File: src/hdl/tdsr_pkg.sv
// package of constants and types for the thermal and device status registers
`default_nettype none
package tdsr_pkg;
    localparam logic [6:0]  TDSR_ADDR_THERM   = 7'h41;
    localparam logic [6:0]  TDSR_ADDR_DEVINFO = 7'h42;
    localparam logic [15:0] TDSR_RESET_VALUE  = 16'h0000;
    localparam logic [15:0] TDSR_THERM_KEEP   = 16'h000f;
    localparam logic [15:0] TDSR_DEV_KEEP     = 16'h03df;
    localparam logic [15:0] TDSR_THERM_RMASK  = 16'h000f;
    localparam logic [15:0] TDSR_DEV_RMASK    = 16'h03df;
    localparam int TDSR_BIT_SAFE   = 3;
    localparam int TDSR_BIT_SHUT2   = 2;
    localparam int TDSR_BIT_SHUT1   = 1;
    localparam int TDSR_BIT_PREWARN = 0;
    localparam int TDSR_BIT_CRCST  = 9;
    localparam int TDSR_BIT_CRCF   = 8;
    localparam int TDSR_POS_PRS    = 6;
    localparam int TDSR_BIT_DEVEL  = 4;
    localparam int TDSR_POS_WDF    = 2;
    localparam int TDSR_BIT_SPIF   = 1;
    localparam int TDSR_BIT_FAIL   = 0;
    localparam logic [4:0] TDSR_SAFE_LIMIT = 5'h10;
    localparam logic [1:0] TDSR_WDF_MAX    = 2'h3;
    localparam longint TDSR_SAFE_WAIT_S    = 64;
    localparam longint TDSR_CLK_HZ         = 100000000;
    localparam longint TDSR_SAFE_WAIT_CYC  = TDSR_SAFE_WAIT_S * TDSR_CLK_HZ;
    typedef enum logic [1:0] {
        TDSR_PRS_CLEARED = 2'h0,
        TDSR_PRS_RESTART = 2'h1,
        TDSR_PRS_SLEEP   = 2'h2
    } tdsr_prs_t;
    // hardware event strobes, one-cycle pulses
    typedef struct packed {
        logic prewarn;
        logic shut1;
        logic shut2;
        logic shut2_cool;
        logic crc_fail;
        logic crc_fixed_seq;
        logic restart_fail;
        logic sleep_entry;
        logic wdog_fail;
        logic wdog_clear;
        logic spi_invalid;
        logic failure;
    } tdsr_events_t;
    // register access from the serial frame decoder
    typedef struct packed {
        logic       rd;
        logic       clr;
        logic [6:0] addr;
        logic       crc_ok;
    } tdsr_access_t;
endpackage
`default_nettype wire

File: src/hdl/tdsr_status_regs.sv
// thermal protection and device information status registers
`default_nettype none
module tdsr_status_regs
    import tdsr_pkg::*;
#(
    parameter longint SAFE_WAIT_CYC = TDSR_SAFE_WAIT_CYC
) (
    input  wire logic         clock,
    input  wire logic         resetn,
    input  wire logic         soft_reset,
    input  wire logic         restart_reset,
    input  wire tdsr_events_t ev,
    input  wire logic         crc_enabled,
    input  wire logic         devel_mode,
    input  wire tdsr_access_t acc,
    output logic [15:0]       rdata,
    output logic              rvalid,
    output logic              failsafe_req,
    output logic              module_disable,
    output logic              safe_wait_busy
);
    ////////////////////////////////////////////////////////////////////////
    logic [3:0]  therm_reg;
    logic        crcf_reg;
    logic [1:0]  prs_reg;
    logic [1:0]  wdf_reg;
    logic        spif_reg;
    logic        fail_reg;
    logic [4:0]  shut2_run_reg;
    logic        safe_mode_reg;
    logic        disable_reg;
    logic        failsafe_reg;
    logic [15:0] therm_view;
    logic [15:0] dev_view;
    logic        clr_therm;
    logic        clr_dev;
    logic        any_reset;

    function automatic logic hit(input tdsr_access_t a,
                                 input logic [6:0] addr);
        hit = (a.addr == addr);
    endfunction

    assign any_reset = soft_reset | restart_reset;
    assign clr_therm = acc.clr & hit(acc, TDSR_ADDR_THERM);
    assign clr_dev   = acc.clr & hit(acc, TDSR_ADDR_DEVINFO);

    ////////////////////////////////////////////////////////////////////////
    // thermal flags: sticky, set beats clear, restart keeps them
    always_ff @(posedge clock or negedge resetn) begin
        if (!resetn) begin
            therm_reg <= 4'h0;
        end else if (soft_reset) begin
            therm_reg <= 4'h0;
        end else if (!restart_reset) begin
            if (clr_therm) begin
                therm_reg <= 4'h0;
            end
            if (ev.prewarn) begin
                therm_reg[TDSR_BIT_PREWARN] <= 1'b1;
            end
            if (ev.shut1) begin
                therm_reg[TDSR_BIT_SHUT1] <= 1'b1;
            end
            if (ev.shut2) begin
                therm_reg[TDSR_BIT_SHUT2] <= 1'b1;
            end
            if (ev.shut2 && shut2_run_reg >= TDSR_SAFE_LIMIT) begin
                therm_reg[TDSR_BIT_SAFE] <= 1'b1;
            end
        end
    end

    // consecutive second-level shutdown counter
    always_ff @(posedge clock or negedge resetn) begin
        if (!resetn) begin
            shut2_run_reg <= 5'h00;
        end else if (soft_reset || ev.shut2_cool) begin
            shut2_run_reg <= 5'h00;
        end else if (ev.shut2 && shut2_run_reg != 5'h1f) begin
            shut2_run_reg <= shut2_run_reg + 5'h01;
        end
    end

    // once past the limit, later events use the long wait
    always_ff @(posedge clock or negedge resetn) begin
        if (!resetn) begin
            safe_mode_reg <= 1'b0;
        end else if (soft_reset || ev.shut2_cool) begin
            safe_mode_reg <= 1'b0;
        end else if (ev.shut2 && shut2_run_reg >= TDSR_SAFE_LIMIT) begin
            safe_mode_reg <= 1'b1;
        end
    end

    tdsr_safe_timer #(
        .WAIT_CYC (SAFE_WAIT_CYC)
    ) u_safe_timer (
        .clock  (clock),
        .resetn (resetn),
        .start  (ev.shut2 & safe_mode_reg),
        .busy   (safe_wait_busy)
    );

    // module disable sticky until a thermal clear; fail-safe request pulses one cycle per shut2 event
    always_ff @(posedge clock or negedge resetn) begin
        if (!resetn) begin
            disable_reg  <= 1'b0;
            failsafe_reg <= 1'b0;
        end else begin
            disable_reg  <= ev.shut1 | (disable_reg & ~clr_therm);
            failsafe_reg <= ev.shut2;
        end
    end
    assign module_disable = disable_reg;
    assign failsafe_req   = failsafe_reg;

    ////////////////////////////////////////////////////////////////////////
    // device information flags
    always_ff @(posedge clock or negedge resetn) begin
        if (!resetn) begin
            crcf_reg <= 1'b0;
            spif_reg <= 1'b0;
            fail_reg <= 1'b0;
        end else if (soft_reset) begin
            crcf_reg <= 1'b0;
            spif_reg <= 1'b0;
            fail_reg <= 1'b0;
        end else if (!restart_reset) begin
            crcf_reg <= (ev.crc_fail & ~ev.crc_fixed_seq)
                        | (crcf_reg & ~clr_dev);
            spif_reg <= ev.spi_invalid | (spif_reg & ~clr_dev);
            fail_reg <= ev.failure | (fail_reg & ~clr_dev);
        end
    end

    // pre-restart state, only the host clears it
    always_ff @(posedge clock or negedge resetn) begin
        if (!resetn) begin
            prs_reg <= TDSR_PRS_CLEARED;
        end else if (soft_reset) begin
            prs_reg <= TDSR_PRS_CLEARED;
        end else if (ev.sleep_entry) begin
            prs_reg <= TDSR_PRS_SLEEP;
        end else if (ev.restart_fail) begin
            prs_reg <= TDSR_PRS_RESTART;
        end else if (clr_dev && !restart_reset) begin
            prs_reg <= TDSR_PRS_CLEARED;
        end
    end

    // watchdog failure counter, device-cleared and saturating
    always_ff @(posedge clock or negedge resetn) begin
        if (!resetn) begin
            wdf_reg <= 2'h0;
        end else if (soft_reset) begin
            wdf_reg <= 2'h0;
        end else if (ev.wdog_fail) begin
            if (wdf_reg != TDSR_WDF_MAX) begin
                wdf_reg <= wdf_reg + 2'h1;
            end
        end else if (ev.wdog_clear) begin
            wdf_reg <= 2'h0;
        end
    end

    ////////////////////////////////////////////////////////////////////////
    // read views: reserved bits zero, live indicators
    always_comb begin
        therm_view = TDSR_RESET_VALUE;
        therm_view[3:0] = therm_reg;
        therm_view = therm_view & TDSR_THERM_RMASK;
        dev_view = TDSR_RESET_VALUE;
        dev_view[TDSR_BIT_CRCST] = crc_enabled;
        dev_view[TDSR_BIT_CRCF]  = crcf_reg;
        dev_view[TDSR_POS_PRS+:2] = prs_reg;
        dev_view[TDSR_BIT_DEVEL] = devel_mode;
        dev_view[TDSR_POS_WDF+:2] = wdf_reg;
        dev_view[TDSR_BIT_SPIF]  = spif_reg;
        dev_view[TDSR_BIT_FAIL]  = fail_reg;
        dev_view = dev_view & TDSR_DEV_RMASK;
    end

    // read data registered; the info register ignores crc_ok
    always_ff @(posedge clock or negedge resetn) begin
        if (!resetn) begin
            rdata  <= 16'h0000;
            rvalid <= 1'b0;
        end else begin
            rvalid <= 1'b0;
            rdata  <= 16'h0000;
            if (acc.rd && !any_reset) begin
                if (hit(acc, TDSR_ADDR_DEVINFO)) begin
                    rdata  <= dev_view;
                    rvalid <= 1'b1;
                end else if (hit(acc, TDSR_ADDR_THERM) && acc.crc_ok) begin
                    rdata  <= therm_view;
                    rvalid <= 1'b1;
                end
            end
        end
    end
endmodule
`default_nettype wire

File: src/hdl/tdsr_safe_timer.sv
// waiting-time counter started by each second-level shutdown once safe mode is set
`default_nettype none
module tdsr_safe_timer
    import tdsr_pkg::*;
#(
    parameter longint WAIT_CYC = TDSR_SAFE_WAIT_CYC
) (
    input  wire logic clock,
    input  wire logic resetn,
    input  wire logic start,
    output logic      busy
);
    logic [39:0] count_reg;

    always_ff @(posedge clock or negedge resetn) begin
        if (!resetn) begin
            count_reg <= 40'h00_0000_0000;
        end else if (start) begin
            count_reg <= 40'(WAIT_CYC);
        end else if (count_reg != 40'h00_0000_0000) begin
            count_reg <= count_reg - 40'h00_0000_0001;
        end
    end

    assign busy = (count_reg != 40'h00_0000_0000);
endmodule
`default_nettype wire

File: config.mk
export PLATFORM = sky130hd
export DESIGN_NAME = tdsr_status_regs
export DESIGN_NICKNAME = d
export VERILOG_FILES = /design/src/hdl/tdsr_pkg.sv /design/src/hdl/tdsr_status_regs.sv /design/src/hdl/tdsr_safe_timer.sv
export SDC_FILE = /design/constraint.sdc
export NUM_CORES = 1
export LEC_CHECK = 0
export BUFFER_PORTS_ARGS = -buffer_cell sky130_fd_sc_hd__clkbuf_2
export CAP_MARGIN = 20
export CORE_UTILIZATION = 52
export CTS_CLUSTER_DIAMETER = 30
export DETAILED_ROUTE_END_ITERATION = 16
export PLACE_DENSITY_LB_ADDON = 0.2
export SLEW_MARGIN = 25
export SYNTH_ARGS = -nofsm -noshare
export SYNTH_HDL_FRONTEND = slang
export SYNTH_HIERARCHICAL = 1
export SYNTH_SLANG_ARGS = --single-unit
File: constraint.sdc
create_clock -name clock -period 2.44 [get_ports clock]
set_clock_uncertainty 0.05 [all_clocks]
set_input_delay 0.488 -clock clock [delete_from_list [all_inputs] [get_ports clock]]
set_output_delay 0.488 -clock clock [all_outputs]
set_load 0.1 [all_outputs]
==> results_dict.tcl <==
set metrics [dict create \
    antenna_found_initial 0 \
    ys_warn_count 6 \
    multi_input_area_um2 1999 \
    dp_cells 529 \
    synth_seq_cells 69 \
    viasPerCell 5.832 \
    yosysMostFrequentCell "dfrtp_1" \
    slew-limit-headroom 0.6052 \
    cts_inserted_buffers 9 \
    yosysTopAreaCellShare 0.4550 \
    cts_hold_buf 0 \
    drc 0 \
    p_seq_frac 0.489 \
    rr_endpoint "u_safe_timer/count_reg[18]" \
    totalWireLength_um 8404 \
    utilization 0.6643 \
    r2r_start "u_safe_timer/count_reg[6]" \
    cts_sinks 69 \
    finalNetCount 484 \
    synthTopCellsByCount "dfrtp_1 (69), a21oi_1 (32), nor2_1 (30)" \
    ir_drop_v 0.0003831 \
    ys_seq_area_frac 0.4550 \
    final_cells 552 \
    final_area_um2 4588 \
    ios 48 \
    die_x_um 87.43 \
    core_area_um2 6907 \
    fillers 575 \
    outcome "complete, but fails checks" \
    synth_edf_count 0 \
    violations "setup timing" \
    syn_area_per_cell_um2 9.656 \
    cp_slowest_cell "or4_4" \
    largest_reg_flops 40 \
    grt_setup_unrepaired "yes" \
    cts_root_buf "clkbuf_8" \
    worst-path-max-fanout 4 \
    rr_worst_depth 6 \
    die_area_um2 7643 \
    syn_to_final_growth_pct 20.90 \
    cts_tree "built" \
    finalCritPeriodShare 1.033 \
    drive_gt1_frac 0.2895 \
    clk_path_buf_depth 2 \
    synth_flop_cell "dfrtp_1" \
    cp-end-kind "output port" \
    pre_cts_slack_ns -0.01653 \
    clock.fmax_ghz 0.3968 \
    synth_top_cell_by_area "dfrtp_1" \
    drt-initial-drc-count 145 \
    synth_area_um2 3795 \
    min_period_ns 2.520 \
    cpPeakStageDelay_ns 0.55 \
    setup_slack_ns -0.08030 \
    ys_async_sr_fraction 1.000 \
    start_util 0.5495 \
    power_density_nw_per_um2 518.1 \
    rows 30 \
    p_sw_mw 0.5771 \
    worst_pin_slew_ns 0.5840 \
    globalplace.congestion 0.8783 \
    p_int_mw 1.800 \
    drt_pass1_iterations 4 \
    p_sw_frac 0.2428 \
    crit_chain "or4_4 > or2_4 > nor3_4 > nand3_4 > buf_12" \
    p_clk_frac 0.443 \
    antenna_left 0 \
    setup_viol 1 \
    tns_ns -0.08030 \
    finalHoldViolCount 0 \
    start_kind "register" \
    first_global_vias 2998 \
    netlist_top_cells_area "dfrtp_1 (45%), or3_1 (4.3%), a21oi_1 (4.2%), o31ai_1 (4.0%), nor2_1 (3.0%)" \
    leakagePower_nw 1.802 \
    grt_overflow 0 \
    place_area_um2 4207 \
    p_comb_frac 0.068 \
    maxCapViolations 0 \
    htree_num_levels 3 \
    grt_first_pass_wirelength_um 14130 \
    seq_area_um2 1727 \
    grt_usage 0.2388 \
    hpwl_um 5710 \
    crit_required_ns 1.90 \
    arrival_ns 1.98 \
    worstSetupPathType "reg2out" \
    antennaDiodeCount 0 \
    r2r_slack_ns 0 \
    maxSlewViolCount 0 \
    grt_max_degree 70 \
    cts.clk_slew.worst_paths_ns 0.08 \
    die_y_um 87.43 \
    synth_cells 393 \
    vias 3219 \
    port_buffers 40 \
    synth_cell_types 57 \
    wl_per_cell_um 15.22 \
    hold_path_class "in2async" \
    clkLatencyLatePin_ns 0.36 \
]
-- cells by family after synthesis --
kind of cell    after synthesis  synth area share
flops                        69            0.4550
fa+ha+maj                     5           0.01649
compound gates               85            0.1454
buf+inv                      39           0.05473
xor+xnor                      3          0.006925
other cells                   1         0.0009882
mux                          12           0.03330
simple gates                179            0.2872
-- worst max path at each step --
stage	startpoint	depth (start not counted)	end
floorplan	u_safe_timer/count_reg[7]	5	safe_wait_busy
global placement	u_safe_timer/count_reg[6]	5	safe_wait_busy
detailed placement	u_safe_timer/count_reg[6]	5	safe_wait_busy
CTS	u_safe_timer/count_reg[6]	5	safe_wait_busy
global route	u_safe_timer/count_reg[6]	5	safe_wait_busy
finish	u_safe_timer/count_reg[6]	5	safe_wait_busy
-- layout by cell type (no fill, tap or decap), types with 4 or more instances in the layout --
cell type / count
dfrtp_1: 69
clkbuf_2: 38
nor2_1: 30
buf_4: 30
a21oi_1: 28
or3_1: 25
o31ai_1: 18
nand3_1: 18
o21ai_0: 17
nor2b_1: 11
nand2_1: 11
clkbuf_8: 10
or4_1: 9
nand2b_1: 8
nor4_1: 8
mux2i_1: 7
and2_1: 7
conb_1: 7
nor3_1: 7
nand3b_1: 6
inv_1: 5
a21oi_2: 5
or4_4: 5
or2_2: 4
mux2_2: 4
ha_1: 4
-- critical path: cells and delay by family (launching register included) --
kind | cells | cell delay (ns)
simple gates | 4 | 1.05
flops | 1 | 0.40
buf+inv | 1 | 0.18
-- timing repair --
action / CTS / global route
endpoints found under the setup margin: 1 / 13
buffers inserted: 1 / 6
gates resized for setup: 5 / 20
pin swaps: 3 / 5
-- power by group through the flow --
stage / clock [mW] / sequential [mW] / combinational [mW]
floorplan: 0 / 1.19 / 0.104
global placement: 0 / 1.18 / 0.162
finish: 1.05 / 1.16 / 0.162
CTS: 1.07 / 1.16 / 0.165
global route: 1.13 / 1.16 / 0.179
detailed placement: 0 / 1.19 / 0.165
-- per-layer routing --
metal | vias to the layer above | share of wire | GRT usage | wire length (µm)
li1 | 1565 | - | - | -
met1 | 1583 | 0.46 | 0.3206 | 3862
met2 | 60 | 0.49 | 0.3828 | 4157
met3 | 11 | 0.031 | 0.04834 | 258
met4 | 0 | 0.015 | 0.08644 | 125
met5 | - | 0 | 0 | 0
-- per-stage QoR --
stage                     hold WS [ns]  power [mW]
after CTS                       0.1042       2.401
final                          0.08863       2.377
after detailed placement        0.4314       1.350
after global placement          0.4175       1.347
after global routing            0.1184       2.471
after floorplan                 0.1424       1.295
-- area by class of cell --
| class | count | area share |
|---|---|---|
| sequential | 69 | 0.3763 |
| multi-input combinational | 291 | 0.4358 |
| clock inverter | 6 | 0.01882 |
| clock buffer | 10 | 0.03000 |
| inverter | 7 | 0.005727 |
| timing repair buffer | 73 | 0.1072 |
| tap | 96 | 0.02618 |
(Power assumes the default switching activity.)
